[src/vspl_consts.svh]
// constants for the setpoint and limit register bank
`ifndef VSPL_CONSTS_SVH
`define VSPL_CONSTS_SVH
`define VSPL_CMD_TRIM      8'h22
`define VSPL_CMD_CEIL      8'h24
`define VSPL_CMD_MHIGH     8'h25
`define VSPL_CMD_MLOW      8'h26
`define VSPL_CMD_SLEW      8'h27
`define VSPL_RST_TRIM      16'h0000
`define VSPL_RST_CEIL      16'h08FC
`define VSPL_RST_MHIGH     16'h0640
`define VSPL_RST_MLOW      16'h00FA
`define VSPL_RST_SLEW      16'h0064
`define VSPL_RST_NOMINAL   16'h0384
`define VSPL_WP_NONE       8'h00
`define VSPL_WP_TRIM_OK    8'h20
`define VSPL_WP_LOCKED     8'h40
`define VSPL_CEIL_MAX_MV   16'h0CE4
`define VSPL_TRIM_MAX_MV   16'h00FA
`define VSPL_SLEW_MIN      16'h0001
`define VSPL_SLEW_MAX      16'h03E8
`define VSPL_SRC_NOMINAL   2'h0
`define VSPL_SRC_MLOW      2'h1
`define VSPL_SRC_MHIGH     2'h2
`define VSPL_SRC_AVS       2'h3
`endif

[src/vspl_pkg.sv]
// types shared by the setpoint and limit register bank
package vspl_pkg;
	typedef logic [15:0] vspl_word_t;
	typedef enum logic [1:0] {
		VSPL_SEL_NOMINAL,
		VSPL_SEL_MLOW,
		VSPL_SEL_MHIGH,
		VSPL_SEL_AVS
	} vspl_src_t;
endpackage

[src/vspl_target_calc.sv]
// per-output target former: setpoint plus trim, clamped to ceiling
`timescale 1ns/1ps
module vspl_target_calc
	import vspl_pkg::*;
(
	input  wire logic [15:0] setpoint,   // selected setpoint, mV
	input  wire logic [15:0] trim,       // signed trim, mV
	input  wire logic [15:0] ceiling,    // ceiling, mV
	output logic      [15:0] target      // clamped target, mV
);
	logic signed [17:0] sum;             // widened sum, never wraps
	logic signed [17:0] ceil_s;          // ceiling widened signed

	// sum and clamp; negative results floor at zero
	always_comb begin
		sum    = $signed({2'b00, setpoint}) + $signed({{2{trim[15]}}, trim});
		ceil_s = $signed({2'b00, ceiling});
		if (sum > ceil_s) begin
			target = ceiling;
		end else if (sum < 18'sd0) begin
			target = 16'h0000;
		end else begin
			target = sum[15:0];
		end
	end
endmodule

[src/vspl_regs.sv]
// paged setpoint, ceiling, margin and slew registers for two outputs
// Summary of operation
// - trim is signed mV offset, +-250 mV
// - target never exceeds the ceiling
// - ceiling unsigned mV, host keeps 0-3300
// - margin-high source uses upper margin value
// - margin-low source uses lower margin value
// - host keeps margins between floor and ceiling
// - slew counts 100 uV/us steps, range not enforced
// - slew change waits for commit command
// - two-byte registers held per page
// - trim writable at level 20h, not 40h
`timescale 1ns/1ps
`include "vspl_consts.svh"
module vspl_regs
	import vspl_pkg::*;
#(
	parameter int PAGES = 2              // number of output pages
)
(
	input  wire logic        clk_sys,         // 20 MHz system clock
	input  wire logic        nrst,            // sync reset, active low
	input  wire logic        wr_en,           // write strobe, one cycle
	input  wire logic        rd_en,           // read strobe, one cycle
	input  wire logic [7:0]  cmd_code,        // command code of access
	input  wire logic [15:0] wr_data,         // write word, low byte first
	input  wire logic        page_sel,        // selected output page
	input  wire logic [7:0]  write_protect,   // write-protect level
	input  wire logic        commit_pending_settings, // commit pulse
	input  wire logic [1:0]  src_sel0,        // target source, page 0
	input  wire logic [1:0]  src_sel1,        // target source, page 1
	input  wire logic [15:0] nominal0,        // nominal setpoint page 0
	input  wire logic [15:0] nominal1,        // nominal setpoint page 1
	input  wire logic [15:0] avs0,            // avs target page 0
	input  wire logic [15:0] avs1,            // avs target page 1
	output logic      [15:0] rd_data,         // read word, registered
	output logic             rd_valid,        // read answer pulse
	output logic             wr_reject,       // write refused pulse
	output logic             cmd_unknown,     // unmapped code pulse
	output logic      [15:0] target0,         // clamped target page 0
	output logic      [15:0] target1,         // clamped target page 1
	output logic      [15:0] slew_active0,    // applied slew page 0
	output logic      [15:0] slew_active1     // applied slew page 1
);
	// whole state of the bank in one struct
	typedef struct packed {
		logic [1:0][15:0] trim;      // per-page trim
		logic [1:0][15:0] ceil;      // per-page ceiling
		logic [1:0][15:0] mhigh;     // per-page upper margin
		logic [1:0][15:0] mlow;      // per-page lower margin
		logic [1:0][15:0] slew_wr;   // written, not yet applied
		logic [1:0][15:0] slew_act;  // applied slew
		logic [15:0]      rdat;      // read answer data
		logic             rval;      // read answer valid
		logic             rej;       // write refused
		logic             unk;       // unknown code
	} vspl_state_t;

	vspl_state_t st;                 // registered state
	vspl_state_t next_st;            // next state
	logic [1:0][15:0] setp;          // selected setpoint per page
	logic [1:0][1:0]  srcs;          // source selects per page
	logic [1:0][15:0] noms;          // nominal values per page
	logic [1:0][15:0] avss;          // avs values per page
	logic             pg;            // page index
	logic             known;         // code is one of ours
	logic             wr_ok;         // protection allows write

	assign srcs = {src_sel1, src_sel0};
	assign noms = {nominal1, nominal0};
	assign avss = {avs1, avs0};
	assign pg   = page_sel;

	// source selection per page
	always_comb begin
		for (int p = 0; p < PAGES; p++) begin
			unique case (srcs[p])
				`VSPL_SRC_MHIGH:  setp[p] = st.mhigh[p];
				`VSPL_SRC_MLOW:   setp[p] = st.mlow[p];
				`VSPL_SRC_AVS:    setp[p] = avss[p];
				default:          setp[p] = noms[p];
			endcase
		end
	end

	// decode of command code and protection level
	always_comb begin
		known = (cmd_code == `VSPL_CMD_TRIM) ||
			(cmd_code == `VSPL_CMD_CEIL) ||
			(cmd_code == `VSPL_CMD_MHIGH) ||
			(cmd_code == `VSPL_CMD_MLOW) ||
			(cmd_code == `VSPL_CMD_SLEW);
		if (write_protect == `VSPL_WP_NONE) begin
			wr_ok = 1'b1;
		end else if (write_protect == `VSPL_WP_TRIM_OK) begin
			wr_ok = (cmd_code == `VSPL_CMD_TRIM);
		end else begin
			// 40h and invalid levels lock everything here
			wr_ok = 1'b0;
		end
	end

	// next-state for writes, reads and commit
	always_comb begin
		next_st      = st;
		next_st.rval = 1'b0;
		next_st.rej  = 1'b0;
		next_st.unk  = 1'b0;
		if (commit_pending_settings) begin
			next_st.slew_act = st.slew_wr;
		end
		// write lands on selected page only
		if (wr_en) begin
			if (!known) begin
				next_st.unk = 1'b1;
			end else if (!wr_ok) begin
				next_st.rej = 1'b1;
			end else begin
				unique case (cmd_code)
					`VSPL_CMD_TRIM:  next_st.trim[pg]    = wr_data;
					`VSPL_CMD_CEIL:  next_st.ceil[pg]    = wr_data;
					`VSPL_CMD_MHIGH: next_st.mhigh[pg]   = wr_data;
					`VSPL_CMD_MLOW:  next_st.mlow[pg]    = wr_data;
					`VSPL_CMD_SLEW:  next_st.slew_wr[pg] = wr_data;
					default:         next_st.unk         = 1'b1;
				endcase
			end
		end
		// read returns the selected page's value
		if (rd_en) begin
			next_st.rval = 1'b1;
			unique case (cmd_code)
				`VSPL_CMD_TRIM:  next_st.rdat = st.trim[pg];
				`VSPL_CMD_CEIL:  next_st.rdat = st.ceil[pg];
				`VSPL_CMD_MHIGH: next_st.rdat = st.mhigh[pg];
				`VSPL_CMD_MLOW:  next_st.rdat = st.mlow[pg];
				// pending value reads back, as software wrote it
				`VSPL_CMD_SLEW:  next_st.rdat = st.slew_wr[pg];
				default: begin
					next_st.rdat = 16'h0000;
					next_st.unk  = 1'b1;
				end
			endcase
		end
	end

	// state register with synchronous reset
	always_ff @(posedge clk_sys) begin
		if (!nrst) begin
			for (int p = 0; p < 2; p++) begin
				st.trim[p]     <= `VSPL_RST_TRIM;
				st.ceil[p]     <= `VSPL_RST_CEIL;
				st.mhigh[p]    <= `VSPL_RST_MHIGH;
				st.mlow[p]     <= `VSPL_RST_MLOW;
				st.slew_wr[p]  <= `VSPL_RST_SLEW;
				st.slew_act[p] <= `VSPL_RST_SLEW;
			end
			st.rdat <= 16'h0000;
			st.rval <= 1'b0;
			st.rej  <= 1'b0;
			st.unk  <= 1'b0;
		end else begin
			st <= next_st;
		end
	end

	// one target former per page
	vspl_target_calc u_calc0 (
		.setpoint (setp[0]),
		.trim     (st.trim[0]),
		.ceiling  (st.ceil[0]),
		.target   (target0)
	);
	vspl_target_calc u_calc1 (
		.setpoint (setp[1]),
		.trim     (st.trim[1]),
		.ceiling  (st.ceil[1]),
		.target   (target1)
	);

	assign rd_data      = st.rdat;
	assign rd_valid     = st.rval;
	assign wr_reject    = st.rej;
	assign cmd_unknown  = st.unk;
	assign slew_active0 = st.slew_act[0];
	assign slew_active1 = st.slew_act[1];
endmodule

[config.mk]
export PLATFORM = sky130hd
export DESIGN_NAME = vspl_regs
export DESIGN_NICKNAME = d
export VERILOG_FILES = /design/src/vspl_pkg.sv /design/src/vspl_target_calc.sv /design/src/vspl_regs.sv
export VERILOG_INCLUDE_DIRS = /design/src
export SDC_FILE = /design/constraint.sdc
export NUM_CORES = 1
export LEC_CHECK = 0
export BUFFER_PORTS_ARGS = -buffer_cell sky130_fd_sc_hd__buf_2
export CORE_MARGIN = 5
export CORE_UTILIZATION = 25
export DETAILED_ROUTE_END_ITERATION = 6
export GPL_ROUTABILITY_DRIVEN = 0
export GPL_TIMING_DRIVEN = 0
export PLACE_DENSITY = 0.47
export SLEW_MARGIN = 25
export SYNTH_ARGS = -nofsm -noshare
export SYNTH_HDL_FRONTEND = slang
export SYNTH_SLANG_ARGS = --single-unit
[constraint.sdc]
create_clock -name clk_sys -period 12.4 [get_ports clk_sys]
set_clock_uncertainty 0.05 [all_clocks]
set_input_delay 1.24 -clock clk_sys [delete_from_list [all_inputs] [get_ports clk_sys]]
set_output_delay 1.24 -clock clk_sys [all_outputs]
set_load 0.05 [all_outputs]
==> impl_metrics.csv <==
group,metric,value,unit
placement,hpwlAfterDp,42.2,mm
worst_setup_path,path_class,"in -> out",
detailed_routing,drc,0,
synth,synthXorXnorAreaFrac,0.0170,
run,drv_cap,0,
final_layout,final_common_cell,"nand2_1",
synth,synth-seq-cells,211,
pwr,p_total,0.00170,W
floorplanning,ios,189,
synth,synth_top_area_share,0.342,
floorplanning,dieArea,54000,sq um
clock_network,path_clk_slew,0.06,ns
synth,synth_simple_gate_area_frac,0.175,
floorplanning,fp.dieH,232,microns
synth,synth_compound_area_frac,0.193,
pwr,leakagePower,6.33,nW
final_layout,final_nets,1843,
worst_setup_path,cp-end-kind,"output pin",
timing,period_needed,9.12,ns
synth,synthAdderAreaFrac,0.0721,
pwr,ir_drop,77.9,uV
final_layout,num-fill-cells,5261,
final_layout,fin_area,14800,sq um
final_layout,utilization,0.303,
synth,syn_inst,1473,
synth,synth.area.top_cells,"dfxtp_1 34%, nand2_1 9.5%, ha_1 6.9%",
detailed_routing,dr.pass1.iters,6,
clock_network,cts_made_buffers,25,
grt,grt_max_degree,12,
floorplanning,start_util,0.252,
clock_network,holdBufCountCts,0,
synth,synth_edf_count,0,
worst_setup_path,worst_setup_path_start_kind,"primary input",
synth,synth.area.mux_share,0.124,
clock_network,h-tree-depth,1,
synth,synthArstFlopShare,0,
detailed_routing,vias_per_cell,4.93,
run_status,status,"finished clean",
pwr,power_density,114,nW/um^2
timing,holdWs,0.420,ns
detailed_routing,drt_iter0_markers,1113,
clock_network,root_buffer,"clkbuf_16",
worst_setup_path,cp_data_required_time,11.11,ns
timing,final.setup.tns,0,ns
synth,synthFlopType,"dfxtp_1",
clock_network,cts_sinks,211,
timing,slew_headroom,0.240,
detailed_routing,via_count,11600,
synth,syn_area_per_cell,8.39,sq um
grt,antenna_found_initial,2,
final_layout,area_growth,20.1,%
final_layout,drive_above_1_share,0.203,
timing,rsz0062_at_grt,"no",
floorplanning,rows,81,
grt,grt_pass1_wl,76.0,mm
synth,synth_cell_type_count,67,
timing,tightest_slew,1.14,ns
clock_network,cts_tree,"yes",
synth,synth_warnings,0,
synth,netlist.top_cell.by_area,"dfxtp_1",
worst_setup_path,worstPathArrival,7.83,ns
detailed_routing,antenna_left,0,
clock_network,cts_resized,0,
synth,seq_area_frac_synth,0.342,
clock_network,cts_setup_buffers,0,
detailed_routing,wl_per_cell,22.5,microns
placement,port_buffers,166,
clock_network,clockBufferDepth,3,
worst_hold_path,hp-class,"reg -> reg",
synth,synth_nets,1649,
final_layout,final_cell_mix,"314 x nand2_1, 211 x dfxtp_1, 185 x buf_2",
timing,fin_crit_sh,0.735,
grt,grt_remaining_overflow,0,
synth,synth_area,12400,sq um
clock_network,clk_latency,0.54,ns
timing,hold_viol,0,
timing,setup_violations,0,
synth,synth_top_family_by_area,"compound AO/OA/AOI/OAI gates",
grt,grt_pass1_vias,11400,
timing,max_freq,0.110,GHz
grt,track_usage,0.189,
floorplanning,die_x,232,microns
timing,maxSlewViolCount,0,
detailed_routing,finalWirelength,52.9,mm
final_layout,n_antenna_cell,0,
placement,dpl_cell_area,14000,sq um
floorplanning,core_area,49000,sq um
worst_setup_path,worstPathMaxFanout,10,
worst paths after layout:
check,endpoint,from,depth (start not counted),slack [ns]
max reg2reg,rd_data[7],st[58],6,10.15
min reg2reg,st[130],st[130],2,0.42
min,st[130],st[130],2,0.42
max,target1[8],src_sel1[1],21,3.28
layout make-up:
class | instances | area (sq um) | share of cell area
Timing Repair Buffer | 167 | 842 | 0.0567
Clock inverter | 3 | 65.1 | 0.00438
Clock buffer | 39 | 738 | 0.0497
Tap cell | 664 | 831 | 0.0560
Sequential cell | 211 | 4220 | 0.285
Multi-Input combinational cell | 1064 | 7180 | 0.484
Buffer | 156 | 807 | 0.0544
Inverter | 42 | 158 | 0.0106
power breakdown:
group          total (W)  switching, W  internal [W]
Clock           0.000740      0.000294      0.000446
Combinational   0.000277      0.000194     0.0000831
Sequential      0.000682    0.00000157      0.000680
routing by layer:
layer  GRT usage  up-vias  share of wire
met2       0.298      437           0.44
met4      0.0689        4          0.039
met1       0.261     5462           0.45
li1            -     5581              -
met5           0        -        0.00026
met3      0.0328       83          0.068
synth_stat cells, drive strengths merged (8+ instances only):
| cell | n |
|---|---|
| a211oi | 18 |
| a21o | 19 |
| a21oi | 141 |
| a221oi | 14 |
| a222oi | 16 |
| a22o | 48 |
| a22oi | 25 |
| and3 | 8 |
| buf | 78 |
| clkbuf | 78 |
| dfxtp | 211 |
| ha | 68 |
| inv | 42 |
| mux2 | 17 |
| mux2i | 57 |
| mux4 | 34 |
| nand2 | 315 |
| nand3 | 41 |
| nor2 | 99 |
| nor2b | 8 |
| nor3 | 9 |
| o211ai | 15 |
| o21ai | 25 |
| xnor2 | 16 |
| xor2 | 8 |
worst max-delay path: stages:
cell      delay, ns
clkbuf_1       0.47
buf_1          0.71
mux4_2         0.67
fa_1           0.45
a211oi_1       0.36
o21ai_1        0.17
a32o_1         0.31
a41o_1         0.31
a21o_1         0.19
a21oi_1        0.18
xnor2_1        0.18
ha_1           0.31
a21oi_1        0.12
o21ai_0        0.10
a21o_1         0.18
o21ai_0        0.35
nand3_1        0.12
mux2i_1        0.54
buf_2          0.35
a22o_1         0.21
buf_2          0.28
kinds of logic (layout without fill, tap and decap cells):
| family | Yosys count | count (layout) |
|---|---|---|
| adders and majority gates | 70 | 70 |
| and+or+nand+nor | 513 | 513 |
| muxes | 108 | 108 |
| DFF | 211 | 211 |
| xor gates and xnor gates | 24 | 24 |
| AOI/OAI and AO/OA | 349 | 349 |
| buffers and inverters | 198 | 407 |
metrics by stage:
stage          setup WS [ns]  cells
6_report                3.28   2346
5_1_grt                 2.80   2346
4_1_cts                 3.21   2346
3_5_place_dp            3.23   2304
3_3_place_gp            3.29   2303
2_1_floorplan           4.42   1473
sequential cells by signal, summed over array words and instances (netlist names):
register and count:
cmd_unknown 1, wr_reject 1, rd_data 16, rd_valid 1
slew_active1 16, slew_active0 16, st 160
Note: power is estimated with default switching activity, not from simulation.
